## config.mk

```make
export PLATFORM = sky130hd
export DESIGN_NAME = autobaud_serial_ports
export DESIGN_NICKNAME = d
export VERILOG_FILES = /design/src/serial_ports_pkg.sv /design/src/stream_fifo.sv /design/src/autobaud_serial_ports.sv
export SDC_FILE = /design/constraint.sdc
export NUM_CORES = 1
export LEC_CHECK = 0
export BUFFER_PORTS_ARGS = -buffer_cell sky130_fd_sc_hd__buf_2
export CORE_MARGIN = 1.5
export CORE_UTILIZATION = 40
export CTS_CLUSTER_SIZE = 14
export DETAILED_ROUTE_END_ITERATION = 10
export SYNTH_ARGS = -nofsm -noshare
export SYNTH_HDL_FRONTEND = slang
export SYNTH_SLANG_ARGS = --single-unit
```

## constraint.sdc

```tcl
create_clock -name sys_clk_in -period 9 [get_ports sys_clk_in]
set_input_delay 1.35 -clock sys_clk_in [delete_from_list [all_inputs] [get_ports sys_clk_in]]
set_output_delay 1.35 -clock sys_clk_in [all_outputs]
set_load 0.01 [all_outputs]
```

## src/serial_ports_pkg.sv

```systemverilog
// Shared constants and types for the three asynchronous serial ports
package serial_ports_pkg;

	// ------------------------------------------------------------
	// Timing
	// ------------------------------------------------------------
	localparam int unsigned CLK_HZ = 50_000_000;
	localparam int unsigned DEFAULT_BPS = 115_200;
	localparam logic [15:0] DIV_DEFAULT = 16'(CLK_HZ / DEFAULT_BPS); // Clocks per bit
	localparam logic [15:0] DIV_MIN = 16'h0008;         // Shorter lows are glitches
	localparam logic [15:0] MEAS_MAX = 16'hFFFF;        // Measurement saturates here

	// ------------------------------------------------------------
	// Framing and sequencing counts
	// ------------------------------------------------------------
	localparam logic [3:0] FRAME_LAST = 4'h9;           // Start + 8 data + stop, last index
	localparam logic [3:0] SKIP_BITS = 4'h8;            // Whole bits skipped after first rise
	localparam logic [2:0] REPLY_LEN = 3'h4;            // Lock reply length in bytes
	localparam int FIFO_DEPTH = 4;
	localparam int DATA_W = 8;
	localparam int NPORTS = 3;

	// ------------------------------------------------------------
	// Characters
	// ------------------------------------------------------------
	localparam logic [7:0] CH_T = 8'h54;
	localparam logic [7:0] CH_O = 8'h4F;
	localparam logic [7:0] CH_K = 8'h4B;
	localparam logic [7:0] CH_CR = 8'h0D;
	localparam logic [7:0] CH_LF = 8'h0A;
	localparam logic [7:0] CASE_BIT = 8'h20;

	// Rate adaptation states
	typedef enum logic [3:0] {
		AB_MEASURE = 4'b0001,
		AB_SKIP = 4'b0010,
		AB_CHECK = 4'b0100,
		AB_LOCKED = 4'b1000
	} autobaud_state_t;

endpackage : serial_ports_pkg

```

## src/stream_fifo.sv

```systemverilog
// Small flip-flop FIFO with valid/ready on both sides
module stream_fifo #(
	parameter int WIDTH = 8,
	parameter int DEPTH = 4
) (
	// Clock, reset, enable
	input wire logic sys_clk_in,
	input wire logic rst_in,
	input wire logic clk_en_in,
	// Fill side
	input wire logic in_valid_in,
	input wire logic [WIDTH-1:0] in_data_in,
	output logic in_ready_out,
	// Drain side
	output logic out_valid_out,
	output logic [WIDTH-1:0] out_data_out,
	input wire logic out_ready_in
);
	localparam int AW = $clog2(DEPTH);
	localparam logic [AW:0] FULL_CNT = (AW + 1)'(DEPTH);
	localparam logic [AW-1:0] LAST_IDX = AW'(DEPTH - 1);

	logic [DEPTH-1:0][WIDTH-1:0] mem_r, mem_nxt;
	logic [AW-1:0] wr_r, wr_nxt, rd_r, rd_nxt;
	logic [AW:0] cnt_r, cnt_nxt;
	logic push, pop;

	function automatic logic [AW-1:0] bump(input logic [AW-1:0] idx);
		bump = (idx == LAST_IDX) ? '0 : idx + 1'b1;
	endfunction : bump

	// Honest flags: ready only with room, valid only with data
	assign in_ready_out = (cnt_r != FULL_CNT);
	assign out_valid_out = (cnt_r != '0);
	assign out_data_out = mem_r[rd_r];
	assign push = clk_en_in && in_valid_in && in_ready_out;
	assign pop = clk_en_in && out_valid_out && out_ready_in;

	// Next pointers, count and storage
	always_comb begin
		mem_nxt = mem_r;
		wr_nxt = wr_r;
		rd_nxt = rd_r;
		cnt_nxt = cnt_r;
		if (push) begin
			mem_nxt[wr_r] = in_data_in;
			wr_nxt = bump(wr_r);
		end
		if (pop) begin
			rd_nxt = bump(rd_r);
		end
		if (push && !pop) begin
			cnt_nxt = cnt_r + 1'b1;
		end else if (pop && !push) begin
			cnt_nxt = cnt_r - 1'b1;
		end
	end

	// Register stage; storage needs no reset
	always_ff @(posedge sys_clk_in) begin
		if (rst_in) begin
			wr_r <= '0;
			rd_r <= '0;
			cnt_r <= '0;
		end else if (clk_en_in) begin
			wr_r <= wr_nxt;
			rd_r <= rd_nxt;
			cnt_r <= cnt_nxt;
		end
		if (clk_en_in) begin
			mem_r <= mem_nxt;
		end
	end
endmodule : stream_fifo

```

## src/autobaud_serial_ports.sv

```systemverilog
// Main port with rate adaptation, plus debug log and auxiliary log ports

// Overview of operation
// - Three independent serial ports, device side of link
// - Main port adapts rate after reset, default 115200
// - After lock, device replies OK at locked rate
// - Hibernation keeps locked rate, no new synchronisation
// - Debug log port runs at 115200 bps
// - Auxiliary log port runs at 115200 bps
// - Main port carries commands, data and upgrades
module autobaud_serial_ports import serial_ports_pkg::*; (
	// Clock, reset, enable, power state
	input wire logic sys_clk_in,
	input wire logic rst_in,
	input wire logic clk_en_in,
	input wire logic hibernate_in,
	// Serial lines
	input wire logic main_port_rx_in,
	output logic main_port_tx_out,
	input wire logic log_port_rx_in,
	output logic log_port_tx_out,
	input wire logic aux_port_rx_in,
	output logic aux_port_tx_out,
	// Main port user side
	input wire logic main_tx_valid_in,
	input wire logic [7:0] main_tx_data_in,
	output logic main_tx_ready_out,
	output logic main_rx_valid_out,
	output logic [7:0] main_rx_data_out,
	output logic rate_locked_out,
	output logic [15:0] rate_div_out,
	// Debug log port user side
	input wire logic log_tx_valid_in,
	input wire logic [7:0] log_tx_data_in,
	output logic log_tx_ready_out,
	output logic log_rx_valid_out,
	output logic [7:0] log_rx_data_out,
	// Auxiliary log port user side
	input wire logic aux_tx_valid_in,
	input wire logic [7:0] aux_tx_data_in,
	output logic aux_tx_ready_out,
	output logic aux_rx_valid_out,
	output logic [7:0] aux_rx_data_out
);
	// ------------------------------------------------------------
	// Declarations
	// ------------------------------------------------------------
	logic active;
	logic [NPORTS-1:0] rx_line, tx_src_valid, tx_load, rx_done, rx_en;
	logic [NPORTS-1:0][7:0] tx_src_data;
	logic [NPORTS-1:0][15:0] div;
	logic [NPORTS-1:0] tx_busy_r, tx_busy_nxt, rx_busy_r, rx_busy_nxt;
	logic [NPORTS-1:0] rx_valid_r, rx_valid_nxt;
	logic [NPORTS-1:0][15:0] tx_cnt_r, tx_cnt_nxt, rx_cnt_r, rx_cnt_nxt;
	logic [NPORTS-1:0][3:0] tx_bit_r, tx_bit_nxt, rx_bit_r, rx_bit_nxt;
	logic [NPORTS-1:0][9:0] tx_sh_r, tx_sh_nxt;
	logic [NPORTS-1:0][7:0] rx_sh_r, rx_sh_nxt, rx_data_r, rx_data_nxt;
	autobaud_state_t ab_r, ab_nxt;
	logic [15:0] meas_r, meas_nxt, cand_r, cand_nxt;
	logic [3:0] skip_r, skip_nxt;
	logic [2:0] reply_r, reply_nxt;
	logic reply_busy, fifo_valid, fifo_ready;
	logic [7:0] fifo_data;

	function automatic logic [15:0] half(input logic [15:0] d);
		half = {1'b0, d[15:1]};
	endfunction : half

	function automatic logic is_ch(input logic [7:0] b, input logic [7:0] c);
		is_ch = ((b | CASE_BIT) == (c | CASE_BIT));
	endfunction : is_ch

	function automatic logic [7:0] reply_char(input logic [2:0] idx);
		case (idx)
			3'h0: reply_char = CH_O;
			3'h1: reply_char = CH_K;
			3'h2: reply_char = CH_CR;
			default: reply_char = CH_LF;
		endcase
	endfunction : reply_char

	// ------------------------------------------------------------
	// Port wiring and transmit sources
	// ------------------------------------------------------------
	// Hibernation idles the engines but never touches the locked rate
	assign active = clk_en_in && !hibernate_in;
	assign rx_line = {aux_port_rx_in, log_port_rx_in, main_port_rx_in};
	assign main_port_tx_out = tx_sh_r[0][0];
	assign log_port_tx_out = tx_sh_r[1][0];
	assign aux_port_tx_out = tx_sh_r[2][0];
	// Main rate follows the candidate in the check and locked states; log ports stay fixed
	assign div[0] = (ab_r == AB_CHECK || ab_r == AB_LOCKED) ? cand_r : DIV_DEFAULT;
	assign div[1] = DIV_DEFAULT;
	assign div[2] = DIV_DEFAULT;
	assign reply_busy = (ab_r == AB_LOCKED) && (reply_r != REPLY_LEN);
	// Reply goes out before any queued user byte
	assign tx_src_valid[0] = reply_busy || ((ab_r == AB_LOCKED) && fifo_valid);
	assign tx_src_data[0] = reply_busy ? reply_char(reply_r) : fifo_data;
	assign tx_src_valid[1] = log_tx_valid_in;
	assign tx_src_data[1] = log_tx_data_in;
	assign tx_src_valid[2] = aux_tx_valid_in;
	assign tx_src_data[2] = aux_tx_data_in;
	assign fifo_ready = tx_load[0] && !reply_busy;
	assign log_tx_ready_out = active && !tx_busy_r[1];
	assign aux_tx_ready_out = active && !tx_busy_r[2];
	// Main receiver is held off while the rate is still being measured
	assign rx_en = {2'b11, (ab_r == AB_CHECK) || (ab_r == AB_LOCKED)};
	assign main_rx_valid_out = rx_valid_r[0];
	assign main_rx_data_out = rx_data_r[0];
	assign log_rx_valid_out = rx_valid_r[1];
	assign log_rx_data_out = rx_data_r[1];
	assign aux_rx_valid_out = rx_valid_r[2];
	assign aux_rx_data_out = rx_data_r[2];
	assign rate_locked_out = (ab_r == AB_LOCKED);
	assign rate_div_out = cand_r;

	// Queue for outgoing main port traffic; full stalls the user
	stream_fifo #(.WIDTH(DATA_W), .DEPTH(FIFO_DEPTH)) u_main_tx_fifo (
		.sys_clk_in(sys_clk_in),
		.rst_in(rst_in),
		.clk_en_in(clk_en_in),
		.in_valid_in(main_tx_valid_in),
		.in_data_in(main_tx_data_in),
		.in_ready_out(main_tx_ready_out),
		.out_valid_out(fifo_valid),
		.out_data_out(fifo_data),
		.out_ready_in(fifo_ready)
	);

	// ------------------------------------------------------------
	// Transmit and receive engines, one per port
	// ------------------------------------------------------------
	always_comb begin
		for (int p = 0; p < NPORTS; p++) begin
			tx_busy_nxt[p] = tx_busy_r[p];
			tx_cnt_nxt[p] = tx_cnt_r[p];
			tx_bit_nxt[p] = tx_bit_r[p];
			tx_sh_nxt[p] = tx_sh_r[p];
			tx_load[p] = active && !tx_busy_r[p] && tx_src_valid[p];
			rx_busy_nxt[p] = rx_busy_r[p];
			rx_cnt_nxt[p] = rx_cnt_r[p];
			rx_bit_nxt[p] = rx_bit_r[p];
			rx_sh_nxt[p] = rx_sh_r[p];
			rx_data_nxt[p] = rx_data_r[p];
			rx_valid_nxt[p] = 1'b0;
			rx_done[p] = 1'b0;
			if (hibernate_in) begin
				tx_busy_nxt[p] = 1'b0;
				tx_sh_nxt[p] = '1;
				rx_busy_nxt[p] = 1'b0;
			end else begin
				// Line idles high; stop bit is shifted in from the top
				if (tx_load[p]) begin
					tx_busy_nxt[p] = 1'b1;
					tx_sh_nxt[p] = {1'b1, tx_src_data[p], 1'b0};
					tx_bit_nxt[p] = '0;
					tx_cnt_nxt[p] = div[p] - 16'h0001;
				end else if (tx_busy_r[p]) begin
					if (tx_cnt_r[p] != '0) begin
						tx_cnt_nxt[p] = tx_cnt_r[p] - 16'h0001;
					end else begin
						tx_sh_nxt[p] = {1'b1, tx_sh_r[p][9:1]};
						tx_cnt_nxt[p] = div[p] - 16'h0001;
						tx_bit_nxt[p] = tx_bit_r[p] + 4'h1;
						tx_busy_nxt[p] = (tx_bit_r[p] != FRAME_LAST);
					end
				end
				// Receiver samples each bit at its centre
				if (!rx_busy_r[p]) begin
					if (rx_en[p] && !rx_line[p]) begin
						rx_busy_nxt[p] = 1'b1;
						rx_bit_nxt[p] = '0;
						rx_cnt_nxt[p] = half(div[p]);
					end
				end else if (rx_cnt_r[p] != '0) begin
					rx_cnt_nxt[p] = rx_cnt_r[p] - 16'h0001;
				end else begin
					rx_cnt_nxt[p] = div[p] - 16'h0001;
					rx_bit_nxt[p] = rx_bit_r[p] + 4'h1;
					if (rx_bit_r[p] == '0) begin
						rx_busy_nxt[p] = !rx_line[p]; // False start is dropped
					end else if (rx_bit_r[p] != FRAME_LAST) begin
						rx_sh_nxt[p] = {rx_line[p], rx_sh_r[p][7:1]};
					end else begin
						// Bad stop bit discards the byte
						rx_busy_nxt[p] = 1'b0;
						rx_done[p] = rx_line[p];
						rx_data_nxt[p] = rx_line[p] ? rx_sh_r[p] : rx_data_r[p];
						rx_valid_nxt[p] = rx_line[p] && (p != 0 || ab_r == AB_LOCKED);
					end
				end
			end
		end
	end

	always_ff @(posedge sys_clk_in) begin
		if (rst_in) begin
			tx_busy_r <= '0;
			tx_cnt_r <= '0;
			tx_bit_r <= '0;
			tx_sh_r <= '1;
			rx_busy_r <= '0;
			rx_cnt_r <= '0;
			rx_bit_r <= '0;
			rx_sh_r <= '0;
			rx_data_r <= '0;
			rx_valid_r <= '0;
		end else if (clk_en_in) begin
			tx_busy_r <= tx_busy_nxt;
			tx_cnt_r <= tx_cnt_nxt;
			tx_bit_r <= tx_bit_nxt;
			tx_sh_r <= tx_sh_nxt;
			rx_busy_r <= rx_busy_nxt;
			rx_cnt_r <= rx_cnt_nxt;
			rx_bit_r <= rx_bit_nxt;
			rx_sh_r <= rx_sh_nxt;
			rx_data_r <= rx_data_nxt;
			rx_valid_r <= rx_valid_nxt;
		end
	end

	// ------------------------------------------------------------
	// Rate adaptation
	// ------------------------------------------------------------
	// The start bit of 'A' or 'a' is one bit long because bit 0 is set;
	// its width gives the rate, then the following 'T' confirms it.
	always_comb begin
		ab_nxt = ab_r;
		meas_nxt = meas_r;
		cand_nxt = cand_r;
		skip_nxt = skip_r;
		reply_nxt = reply_r;
		if (active) begin
			case (ab_r)
				AB_MEASURE: begin
					if (!rx_line[0]) begin
						meas_nxt = (meas_r == MEAS_MAX) ? meas_r : meas_r + 16'h0001;
					end else if (meas_r != '0) begin
						meas_nxt = '0;
						if (meas_r >= DIV_MIN) begin
							cand_nxt = meas_r;
							meas_nxt = half(meas_r);
							skip_nxt = '0;
							ab_nxt = AB_SKIP;
						end
					end
				end
				AB_SKIP: begin
					// Wait to the middle of the stop bit of the measured byte
					if (meas_r != '0) begin
						meas_nxt = meas_r - 16'h0001;
					end else if (skip_r == SKIP_BITS) begin
						ab_nxt = AB_CHECK;
					end else begin
						meas_nxt = cand_r - 16'h0001;
						skip_nxt = skip_r + 4'h1;
					end
				end
				AB_CHECK: begin
					// Host keeps repeating, so a miss just restarts measurement
					if (rx_done[0]) begin
						meas_nxt = '0;
						if (is_ch(rx_sh_r[0], CH_T)) begin
							ab_nxt = AB_LOCKED;
							reply_nxt = '0;
						end else begin
							ab_nxt = AB_MEASURE;
						end
					end
				end
				AB_LOCKED: begin
					if (tx_load[0] && reply_busy) begin
						reply_nxt = reply_r + 3'h1;
					end
				end
				default: ab_nxt = AB_MEASURE;
			endcase
		end
	end

	// Only reset re-enters adaptation; hibernation leaves this alone
	always_ff @(posedge sys_clk_in) begin
		if (rst_in) begin
			ab_r <= AB_MEASURE;
			meas_r <= '0;
			cand_r <= DIV_DEFAULT;
			skip_r <= '0;
			reply_r <= REPLY_LEN;
		end else if (clk_en_in) begin
			ab_r <= ab_nxt;
			meas_r <= meas_nxt;
			cand_r <= cand_nxt;
			skip_r <= skip_nxt;
			reply_r <= reply_nxt;
		end
	end
endmodule : autobaud_serial_ports

```

# After elaboration in Yosys (flattened, before gate mapping)
# Index checks and enable logic that the tools add are counted.
# op_classes
order_cmp	4
eq_ne	42
multipliers	0
n_mux	136
n_reduce_logical	84
div_mod_pow	0
bitwise_logic	11
n_shift	0
addsub	22
# op_table
operator	count
two-way mux 16 bit	25
subtractor 16 x 1 -> 16 bit (second input constant)	9
two-way mux 10 bit	12
two-way mux 4 bit	30
nonzero test 16 bit	7
two-way mux 1 bit	50
case mux 16 bit (3 select lines)	1
bitwise mux 32 bit	1
AND reduction 6 bit	5
adder 4 x 1 -> 4 bit (second input constant)	7
AND reduction 7 bit	4
AND reduction 3 bit	9
!= test 2 bit (second input constant)	13
two-way mux 8 bit	3
!= test 3 bit (second input constant)	8
!= test 4 bit (second input constant)	6
AND reduction 4 bit	6
case mux 7 bit (3 select lines)	1
logical AND 1 bit	20
adder 16 x 1 -> 16 bit (second input constant)	1
binary-select mux 8 bit (select 2 bit)	1
demux 8 bit (select 2 bit)	1
== test 16 bit (second input constant)	1
greater-or-equal comparator 16 x 4 -> 1 bit (second input constant)	1
other kinds (30)	77
# totals
out_inout_bits	50
word_cells	335
ram_bits	0
in_bits	34
mem_bits_ro	0
latchBits	0
n_memories	0
reg_bits	289

# Depth between registers and ports, before layout
# Gate-level depths: netlist of run 1.
# depth
ltp_word	10
depth_mapped	15
depth_no_buf	13

# Hierarchy
# A second synthesis of run 1 with hierarchy kept.
# hier_totals
hier_cells	1794
area_unflattened_um2	15087.0
# modules_own_cells
module	cells_each	area_per_inst_um2	instances
autobaud_serial_ports	1702	13454.2	1
stream_fifo	92	1632.8	1

# Worst setup path after synthesis of run 1
# OpenSTA, ideal clock, no wires.
# synth_timing
path_type	register to register
from	register meas_r[0]
to	register meas_r[6]
n_path_buf	3
setup_ns	0.120
path_stages_with_launch	16
arrival_time_ns	3.657
required_ns	8.880
setup_slack_ns	5.223
period_less_slack_ns	3.777
path_cell_list	dfxtp_1 > clkbuf_1 > inv_1 > ha_1 > nor4b_1 > and4_1 > buf_2 > clkbuf_1 > mux2i_1 > ha_1 > or4b_2 > a2111oi_0 > mux2i_1 > o21ai_0 > a22oi_1 > a21oi_1
# synth_via
elab_chain_len	5
# synth_rtl
element	line	rtl
start: declaration	autobaud_serial_ports.sv:59	logic [15:0] meas_r, meas_nxt, cand_r, cand_nxt;
start signal: assignment	autobaud_serial_ports.sv:291	meas_r <= meas_nxt;
greater-or-equal comparator 16 x 4 -> 1 bit	autobaud_serial_ports.sv:240	if (meas_r >= DIV_MIN) begin
two-way mux 15 bit	autobaud_serial_ports.sv:240	
two-way mux 16 bit	autobaud_serial_ports.sv:238	end else if (meas_r != '0) begin
two-way mux 16 bit	autobaud_serial_ports.sv:236	if (!rx_line[0]) begin
case mux 16 bit (3 select lines)	autobaud_serial_ports.sv:234	case (ab_r)
# Several ways; a longest one is shown, not always the timed one. The select of a mux whose other input is x is not followed.
# A chain may end at the register's enable or synchronous reset.

# Worst setup path after layout of run 1
# layout_timing
from	register meas_r[3]
to	register meas_r[6]
# Same word-level chain as after synthesis.

==> flow_metrics.tcl, run 1 <==
set metrics [dict create \
    worst_setup_path_start_kind "flip-flop" \
    grt_start_max_net_pins 73 \
    grt_antenna_before_repair 2 \
    cts-root-buf "sky130_fd_sc_hd__clkbuf_16" \
    worst-path-buf-inv 0 \
    areaGrowthSynthToFinish_pct 12.5 \
    core_area_um2 36700 \
    floorplan.initialDensity_pct 40.7 \
    final_net_count 1883 \
    synthArstFlopShare_pct 0 \
    power.density_cell_area_nw_per_um2 193 \
    setup-tns-final_ns 0 \
    cts_made_buffers 35 \
    post-layout-total-power_uw 3250 \
    post_layout_utilization_of_the_core_pct 45.8 \
    floorplan.die_area_um2 38500 \
    detailroute.via_count 13000 \
    row_count 70 \
    drt_iter0_drc 954 \
    critical_path_class "reg -> reg" \
    drc 0 \
    rsz0062_at_grt "false" \
    cts_num_sinks 286 \
    power.ir.vdd_worst_mv 0.152 \
    timing.critical_path.arrival_ns 4.86 \
    groute.usage.overall_pct 20.1 \
    pin_count 84 \
    seq_area_frac_synth_pct 40.5 \
    path_cells "nor4_1 > and4_1 > mux2i_1 > ha_1 > or4b_2 > a2111oi_0 > mux2i_1 > o21ai_0 > a22oi_1 > a21oi_1" \
    worst_slack_ns 4.51 \
    worst_setup_hold_path_clk_slew_ns 0.06 \
    cp-end-kind "flip-flop" \
    run_status "finished clean" \
    timing.critical_path.slowest_stage_cell "sky130_fd_sc_hd__and4_1" \
    cts.path.max_buffers 3 \
    postRouteWirelength_mm 38.8 \
    timing.critical_path.depth 10 \
    final_period_minus_worst_setup_slack_ns 4.49 \
    critical-path-max-stage-delay_ns 0.73 \
    post_drt_via_cell_ratio 5.64 \
    final-hold-violation-count 0 \
    cts-hold-fix-buffers 0 \
    setup_viol 0 \
    fillcell_total 3536 \
    post-cts-setup-buffer-count 0 \
    cp_max_fo 15 \
    worst-r2r-setup-slack_ns 4.51 \
    place.port_buffers 83 \
    dieWidth_um 196 \
    worst_skew_late_latency_ns 0.55 \
    path_delay_family "simple AND/OR/NAND/NOR gates" \
    p_leak_uw 0.00628 \
    syn_area_um2 14900 \
    tritoncts "done" \
    worstReg2RegEnd "meas_r[6]" \
    cpMostUsedCell "sky130_fd_sc_hd__mux2i_1" \
    post_detailed_route_wirelength_per_cell_um 16.9 \
    layout_worst_path_cycle_share_pct 49.9 \
    cts_max_level 2 \
    reg_to_reg_start "meas_r[3]" \
    rr_worst_depth 10 \
    ys_warn_count 0 \
    timing.critical_path.required_ns 9.37 \
    max-slew-margin-rel_pct 17.8 \
    clock-skew-final_ns 0.0273 \
    detailed_place_hpwl_mm 26.7 \
    post_cts_resize_count 0 \
    drt_pre_antenna_iters 5 \
    startpoint "meas_r[3]" \
    fmax_mhz 222 \
    global_route_wire_length_before_repair_mm 63.5 \
    dp_slack_ns 4.40 \
    finalNonFillerCells 2299 \
    postSynthRegisterBits 286 \
    count_of_mapped_cells_out_of_synthesis 1786 \
    mappedNetlistNets 1864 \
    grt_pass1_vias 12300 \
    final_layout_size_suffix_gt1_share_pct 11.1 \
    synth_edf_count 32 \
    globalRouteOverflowTotal 0 \
    fp.dieH_um 196 \
    report.final.slew_viol_count 0 \
    post_synth.cell_area_avg_um2 8.36 \
    post_synth_num_cell_types 87 \
    yosys_most_used_dff "sky130_fd_sc_hd__dfxtp_1" \
    holdCritPathClass "reg -> reg" \
    place_inst 2236 \
    gp_routability_congestion 0.887 \
    transition_at_the_pin_with_the_smallest_max_transition_slack_ns 1.22 \
    timing.max_cap.violations 0 \
    layout.cells.most_common "sky130_fd_sc_hd__nor2_1" \
    leading_cell_types_in_the_layout_fill_and_taps_excluded "257 x sky130_fd_sc_hd__nor2_1, 254 x sky130_fd_sc_hd__dfxtp_1, 149 x sky130_fd_sc_hd__nand2_1, 124 x sky130_fd_sc_hd__a21oi_1, 101 x sky130_fd_sc_hd__nor3_1" \
    crit_end "meas_r[6]" \
    ant_nets 0 \
]
==> cell usage after synthesis (all sizes together) (8+ instances only) <==
library cell	instances	area share, %
nand3	39	1.3
xor2	45	2.6
o211ai	14	0.70
a211oi	10	0.50
nand4	16	0.67
dfxtp	254	34
a31oi	32	1.3
buf	18	0.60
clkbuf	96	2.4
o21ai	92	3.1
or3	22	0.96
nor4	35	1.6
mux4	8	1.2
or4	12	0.63
a22oi	23	1.2
edfxtp	32	6.4
a21oi	124	4.2
nor3b	8	0.40
nor3	103	3.6
nor2	259	6.5
nand2	149	3.7
mux2i	63	4.2
a221oi	10	0.59
or2	10	0.42
inv	53	1.3
nor2b	11	0.46
and3	8	0.34
nand2b	13	0.54
and2	14	0.59
xnor2	54	3.2
ha	43	3.6
==> sequential cells by signal, indices dropped and copies added, names as in the netlist, 8 cells and up <==
name                  count
tx_sh_r                  24
meas_r                   16
u_main_tx_fifo.mem_r     32
main_rx_data_out          8
aux_rx_data_out           8
rx_cnt_r                 48
rx_sh_r                  24
rx_bit_r                 12
tx_cnt_r                 48
log_rx_data_out           8
tx_bit_r                 12
rate_div_out             16
==> per-layer routing <==
metal	up-vias	wire, um	share of wire (%)	GRT usage, %
met5	-	13	0.033	0
met2	298	17100	44	31.0
met4	2	908	2.3	6.55
li1	6437	-	-	-
met1	6169	18900	49	28.5
met3	70	1840	4.7	3.42
==> through the flow <==
step | instance area, um2 | hold WS [ns]
after floorplan | 14900 | 0.436
after CTS | 16800 | 0.472
after detailed placement | 15600 | 0.460
after global placement | 15600 | 0.452
after global routing | 16800 | 0.497
final | 16800 | 0.468
==> worst min-delay path, stage by stage, from the launching register on <==
cell	delay, ns
sky130_fd_sc_hd__dfxtp_1	0.31
sky130_fd_sc_hd__nand2_1	0.06
sky130_fd_sc_hd__a21oi_1	0.05
==> cells by family (layout without fill, tap and decap cells) <==
logic type | count (synthesis) | count (layout) | share of synthesized area, %
AO/OA/AOI/OAI | 384 | 384 | 16.2
XOR/XNOR | 99 | 99 | 5.81
adder cells (fa/ha/maj) | 44 | 44 | 3.74
buffers and inverters | 168 | 212 | 4.37
flip-flops | 286 | 286 | 40.5
multiplexers | 74 | 74 | 5.66
other | 0 | 1 | 0
AND/OR/NAND/NOR | 731 | 731 | 23.7
==> layout make-up <==
cell class                      count  area [um2]  share of cell area [%]
Tap cell                          468         586                    3.49
Sequential cell                   286        6050                    36.0
Antenna cell                        1        2.50                  0.0149
Inverter                           54         203                    1.21
Timing Repair Buffer               96         519                    3.09
Clock buffer                       44         970                    5.77
Multi-Input combinational cell   1332        8250                    49.1
Clock inverter                     18         225                    1.34
==> power by group <==
part / switching [uW] / leakage [uW] / internal, uW
sequential: 56.9 / 0.00235 / 1330
combinational: 252 / 0.00334 / 147
clock: 576 / 0.000596 / 887
==> how the worst min path moves through the flow <==
stage,start,endpoint,slack (ns),depth (start not counted)
CTS,rx_cnt_r[25],rx_cnt_r[25],0.47,1
finish,rx_valid_r[2],rx_valid_r[2],0.47,2
detailed placement,tx_sh_r[6],tx_sh_r[6],0.46,2
global route,tx_cnt_r[14],tx_cnt_r[14],0.50,2
floorplan,tx_sh_r[6],tx_sh_r[6],0.44,2
global placement,tx_sh_r[6],tx_sh_r[6],0.45,2
No activity file was read; power rests on OpenSTA's default activity.
==> run 2, diff against run 1 <==
==> constraint.sdc (replaced) <==
create_clock -name sys_clk_in -period 4.1 [get_ports sys_clk_in]
set_input_delay 0.615 -clock sys_clk_in [delete_from_list [all_inputs] [get_ports sys_clk_in]]
set_output_delay 0.615 -clock sys_clk_in [all_outputs]
set_load 0.01 [all_outputs]
==> run 2 against run 1 <==
  * Setup slack worse by 4.1 ns
  * Clock skew fell by 0.0027 ns
  * Register-to-register slack lost 4.1 ns
  * Non-clock buffer count is 25 higher
  * Combinational power up 130%
  * Hold slack worse by 0.15 ns
  * Clock power is 100% higher
  * Fmax rose by 20%
  * Sequential power up 120%
  * Wire length up 3.4%
  * Cell count rose by 1.0%
==> flow_metrics.tcl, run 2 (same netlist as run 1, synthesis figures left out) <==
set metrics [dict create \
    path_cells "inv_1 > ha_1 > nor4b_1 > and4_1 > mux2i_1 > ha_1 > or4b_2 > a211o_1 > nor4b_1 > o22a_1 > o21ai_0 > a31oi_1" \
    cts_num_sinks 286 \
    report.final.slew_viol_count 0 \
    power.density_cell_area_nw_per_um2 409 \
    cts_max_level 2 \
    cts-root-buf "sky130_fd_sc_hd__clkbuf_16" \
    setup-tns-final_ns 0 \
    timing.critical_path.arrival_ns 4.17 \
    power.sequential.fraction_pct 43.8 \
    globalRouteOverflowTotal 0 \
    final_net_count 1907 \
    gp_routability_congestion 0.937 \
    critical_path_class "reg -> reg" \
    multiInputGateArea_um2 8260 \
    cts_made_buffers 34 \
    layout.cells.most_common "sky130_fd_sc_hd__nor2_1" \
    worst_skew_late_latency_ns 0.52 \
    grt_start_max_net_pins 87 \
    final-hold-violation-count 0 \
    post_layout_utilization_of_the_core_pct 46.0 \
    final_period_minus_worst_setup_slack_ns 3.73 \
    layout_worst_path_cycle_share_pct 91.0 \
    clockPowerShare_pct 42.7 \
    post_drt_via_cell_ratio 5.65 \
    ant_nets 0 \
    rsz0062_at_grt "false" \
    drt_iter0_drc 1037 \
    grt_antenna_before_repair 1 \
    timing.critical_path.required_ns 4.54 \
    cp-end-kind "flip-flop" \
    cts-hold-fix-buffers 0 \
    fmax_mhz 268 \
    postRouteWirelength_mm 40.1 \
    detailed_place_hpwl_mm 27.6 \
    tritoncts "done" \
    ff_latch_area_um2 6050 \
    cts.path.max_buffers 3 \
    final_layout_size_suffix_gt1_share_pct 12.0 \
    final_area_um2 16900 \
    combPwrFrac_pct 13.4 \
    floorplan.initialDensity_pct 40.7 \
    transition_at_the_pin_with_the_smallest_max_transition_slack_ns 1.18 \
    max-slew-margin-rel_pct 20.7 \
    pin_count 84 \
    path_delay_family "simple AND/OR/NAND/NOR gates" \
    worst_setup_hold_path_clk_slew_ns 0.07 \
    power.ir.vdd_worst_mv 0.292 \
    setup_viol 0 \
    timing.max_cap.violations 0 \
    timing.critical_path.slowest_stage_cell "sky130_fd_sc_hd__or4b_2" \
    power_switching_uw 1900 \
    post_detailed_route_wirelength_per_cell_um 17.3 \
    detailroute.via_count 13100 \
    area_of_placed_instances_um2 15800 \
    floorplan.die_area_um2 38500 \
    dieWidth_um 196 \
    post-layout-total-power_uw 6900 \
    groute.usage.overall_pct 20.8 \
    holdCritPathClass "in -> reg" \
    worst_setup_path_start_kind "flip-flop" \
    clock-skew-final_ns 0.0247 \
    cp_max_fo 10 \
    drt_pre_antenna_iters 5 \
    global_route_wire_length_before_repair_mm 65.5 \
    p_leak_uw 0.00634 \
    worst-path-buf-inv 1 \
    leading_cell_types_in_the_layout_fill_and_taps_excluded "257 x sky130_fd_sc_hd__nor2_1, 254 x sky130_fd_sc_hd__dfxtp_1, 149 x sky130_fd_sc_hd__nand2_1, 124 x sky130_fd_sc_hd__a21oi_1, 101 x sky130_fd_sc_hd__nor3_1" \
    fillcell_total 3560 \
    core_area_um2 36700 \
    drc 0 \
    run_status "finished clean" \
    areaGrowthSynthToFinish_pct 13.1 \
    p_int_uw 5010 \
    fp.dieH_um 196 \
    grt_pass1_vias 12400 \
    reg_top3 "rx_cnt_r x48, tx_cnt_r x48, u_main_tx_fifo.mem_r x32" \
    power.share.switching_pct 27.4 \
    row_count 70 \
    critical-path-max-stage-delay_ns 0.62 \
    place.port_buffers 83 \
    hold-worst-slack_ns 0.313 \
]
[run 2: cell count changes in the layout (fill, tap and decap cells not counted), sizes merged]
cell	change
buf	+25
bufinv	-3
clkbuf	+6
clkinv	-4
clkinvlp	+2
inv	-2
[run 2: stage by stage]
step,std cells,setup slack (ns)
2_1_floorplan,1786,0.323
3_3_place_gp,2261,0.388
3_5_place_dp,2261,0.302
4_1_cts,2322,0.273
5_1_grt,2322,0.0137
6_report,2323,0.369
[run 2: power by group through the flow]
| stage | logic (uW) | clock network, uW | registers [uW] |
|---|---|---|---|
| 3_3_place_gp | 903 | 0 | 3080 |
| 3_5_place_dp | 907 | 0 | 3080 |
| 2_1_floorplan | 693 | 0 | 3040 |
| 5_1_grt | 1030 | 3130 | 3040 |
| 4_1_cts | 913 | 3050 | 3020 |
| 6_report | 928 | 2950 | 3020 |
[run 2: repair_timing]
action,CTS,global route
setup endpoints to repair,0,3
resized for setup,0,2
buffers inserted,0,0
[run 2: final timing paths]
check                                   startpoint  slack, ns  cells after the start                  endpoint
worst max-delay path                     meas_r[0]       0.37                     12                meas_r[14]
worst min-delay path            main_tx_data_in[3]       0.31                      1  u_main_tx_fifo.mem_r[19]
worst max register to register           meas_r[0]       0.37                     12                meas_r[14]
worst min register to register        tx_cnt_r[11]       0.48                      2              tx_cnt_r[11]
[run 2: final cells by class]
cell class	instances	share of cell area (%)
Clock inverter	11	0.534
Antenna cell	1	0.0148
Multi-Input combinational cell	1332	48.9
Clock buffer	50	5.88
Inverter	54	1.20
Tap cell	468	3.47
Timing Repair Buffer	121	4.19
Sequential cell	286	35.8
[run 2: metal layers]
metal  share of wire [%]  global-route usage (%)  routed length [um]  up-vias
met5                   0                       0                   0        -
met4                 3.0                    7.66                1220        0
met3                 6.8                    4.40                2730       77
met2                  43                    31.3               17100      391
met1                  47                    29.3               19100     6201
li1                    -                       -                   -     6467
[run 2: worst reg2reg max path: stages (launching register included)]
cell                      delay [ns]
sky130_fd_sc_hd__dfxtp_1        0.40
sky130_fd_sc_hd__inv_1          0.12
sky130_fd_sc_hd__ha_1           0.18
sky130_fd_sc_hd__nor4b_1        0.30
sky130_fd_sc_hd__and4_1         0.35
sky130_fd_sc_hd__mux2i_1        0.26
sky130_fd_sc_hd__ha_1           0.25
sky130_fd_sc_hd__or4b_2         0.62
sky130_fd_sc_hd__a211o_1        0.36
sky130_fd_sc_hd__nor4b_1        0.36
sky130_fd_sc_hd__o22a_1         0.19
sky130_fd_sc_hd__o21ai_0        0.07
sky130_fd_sc_hd__a31oi_1        0.17
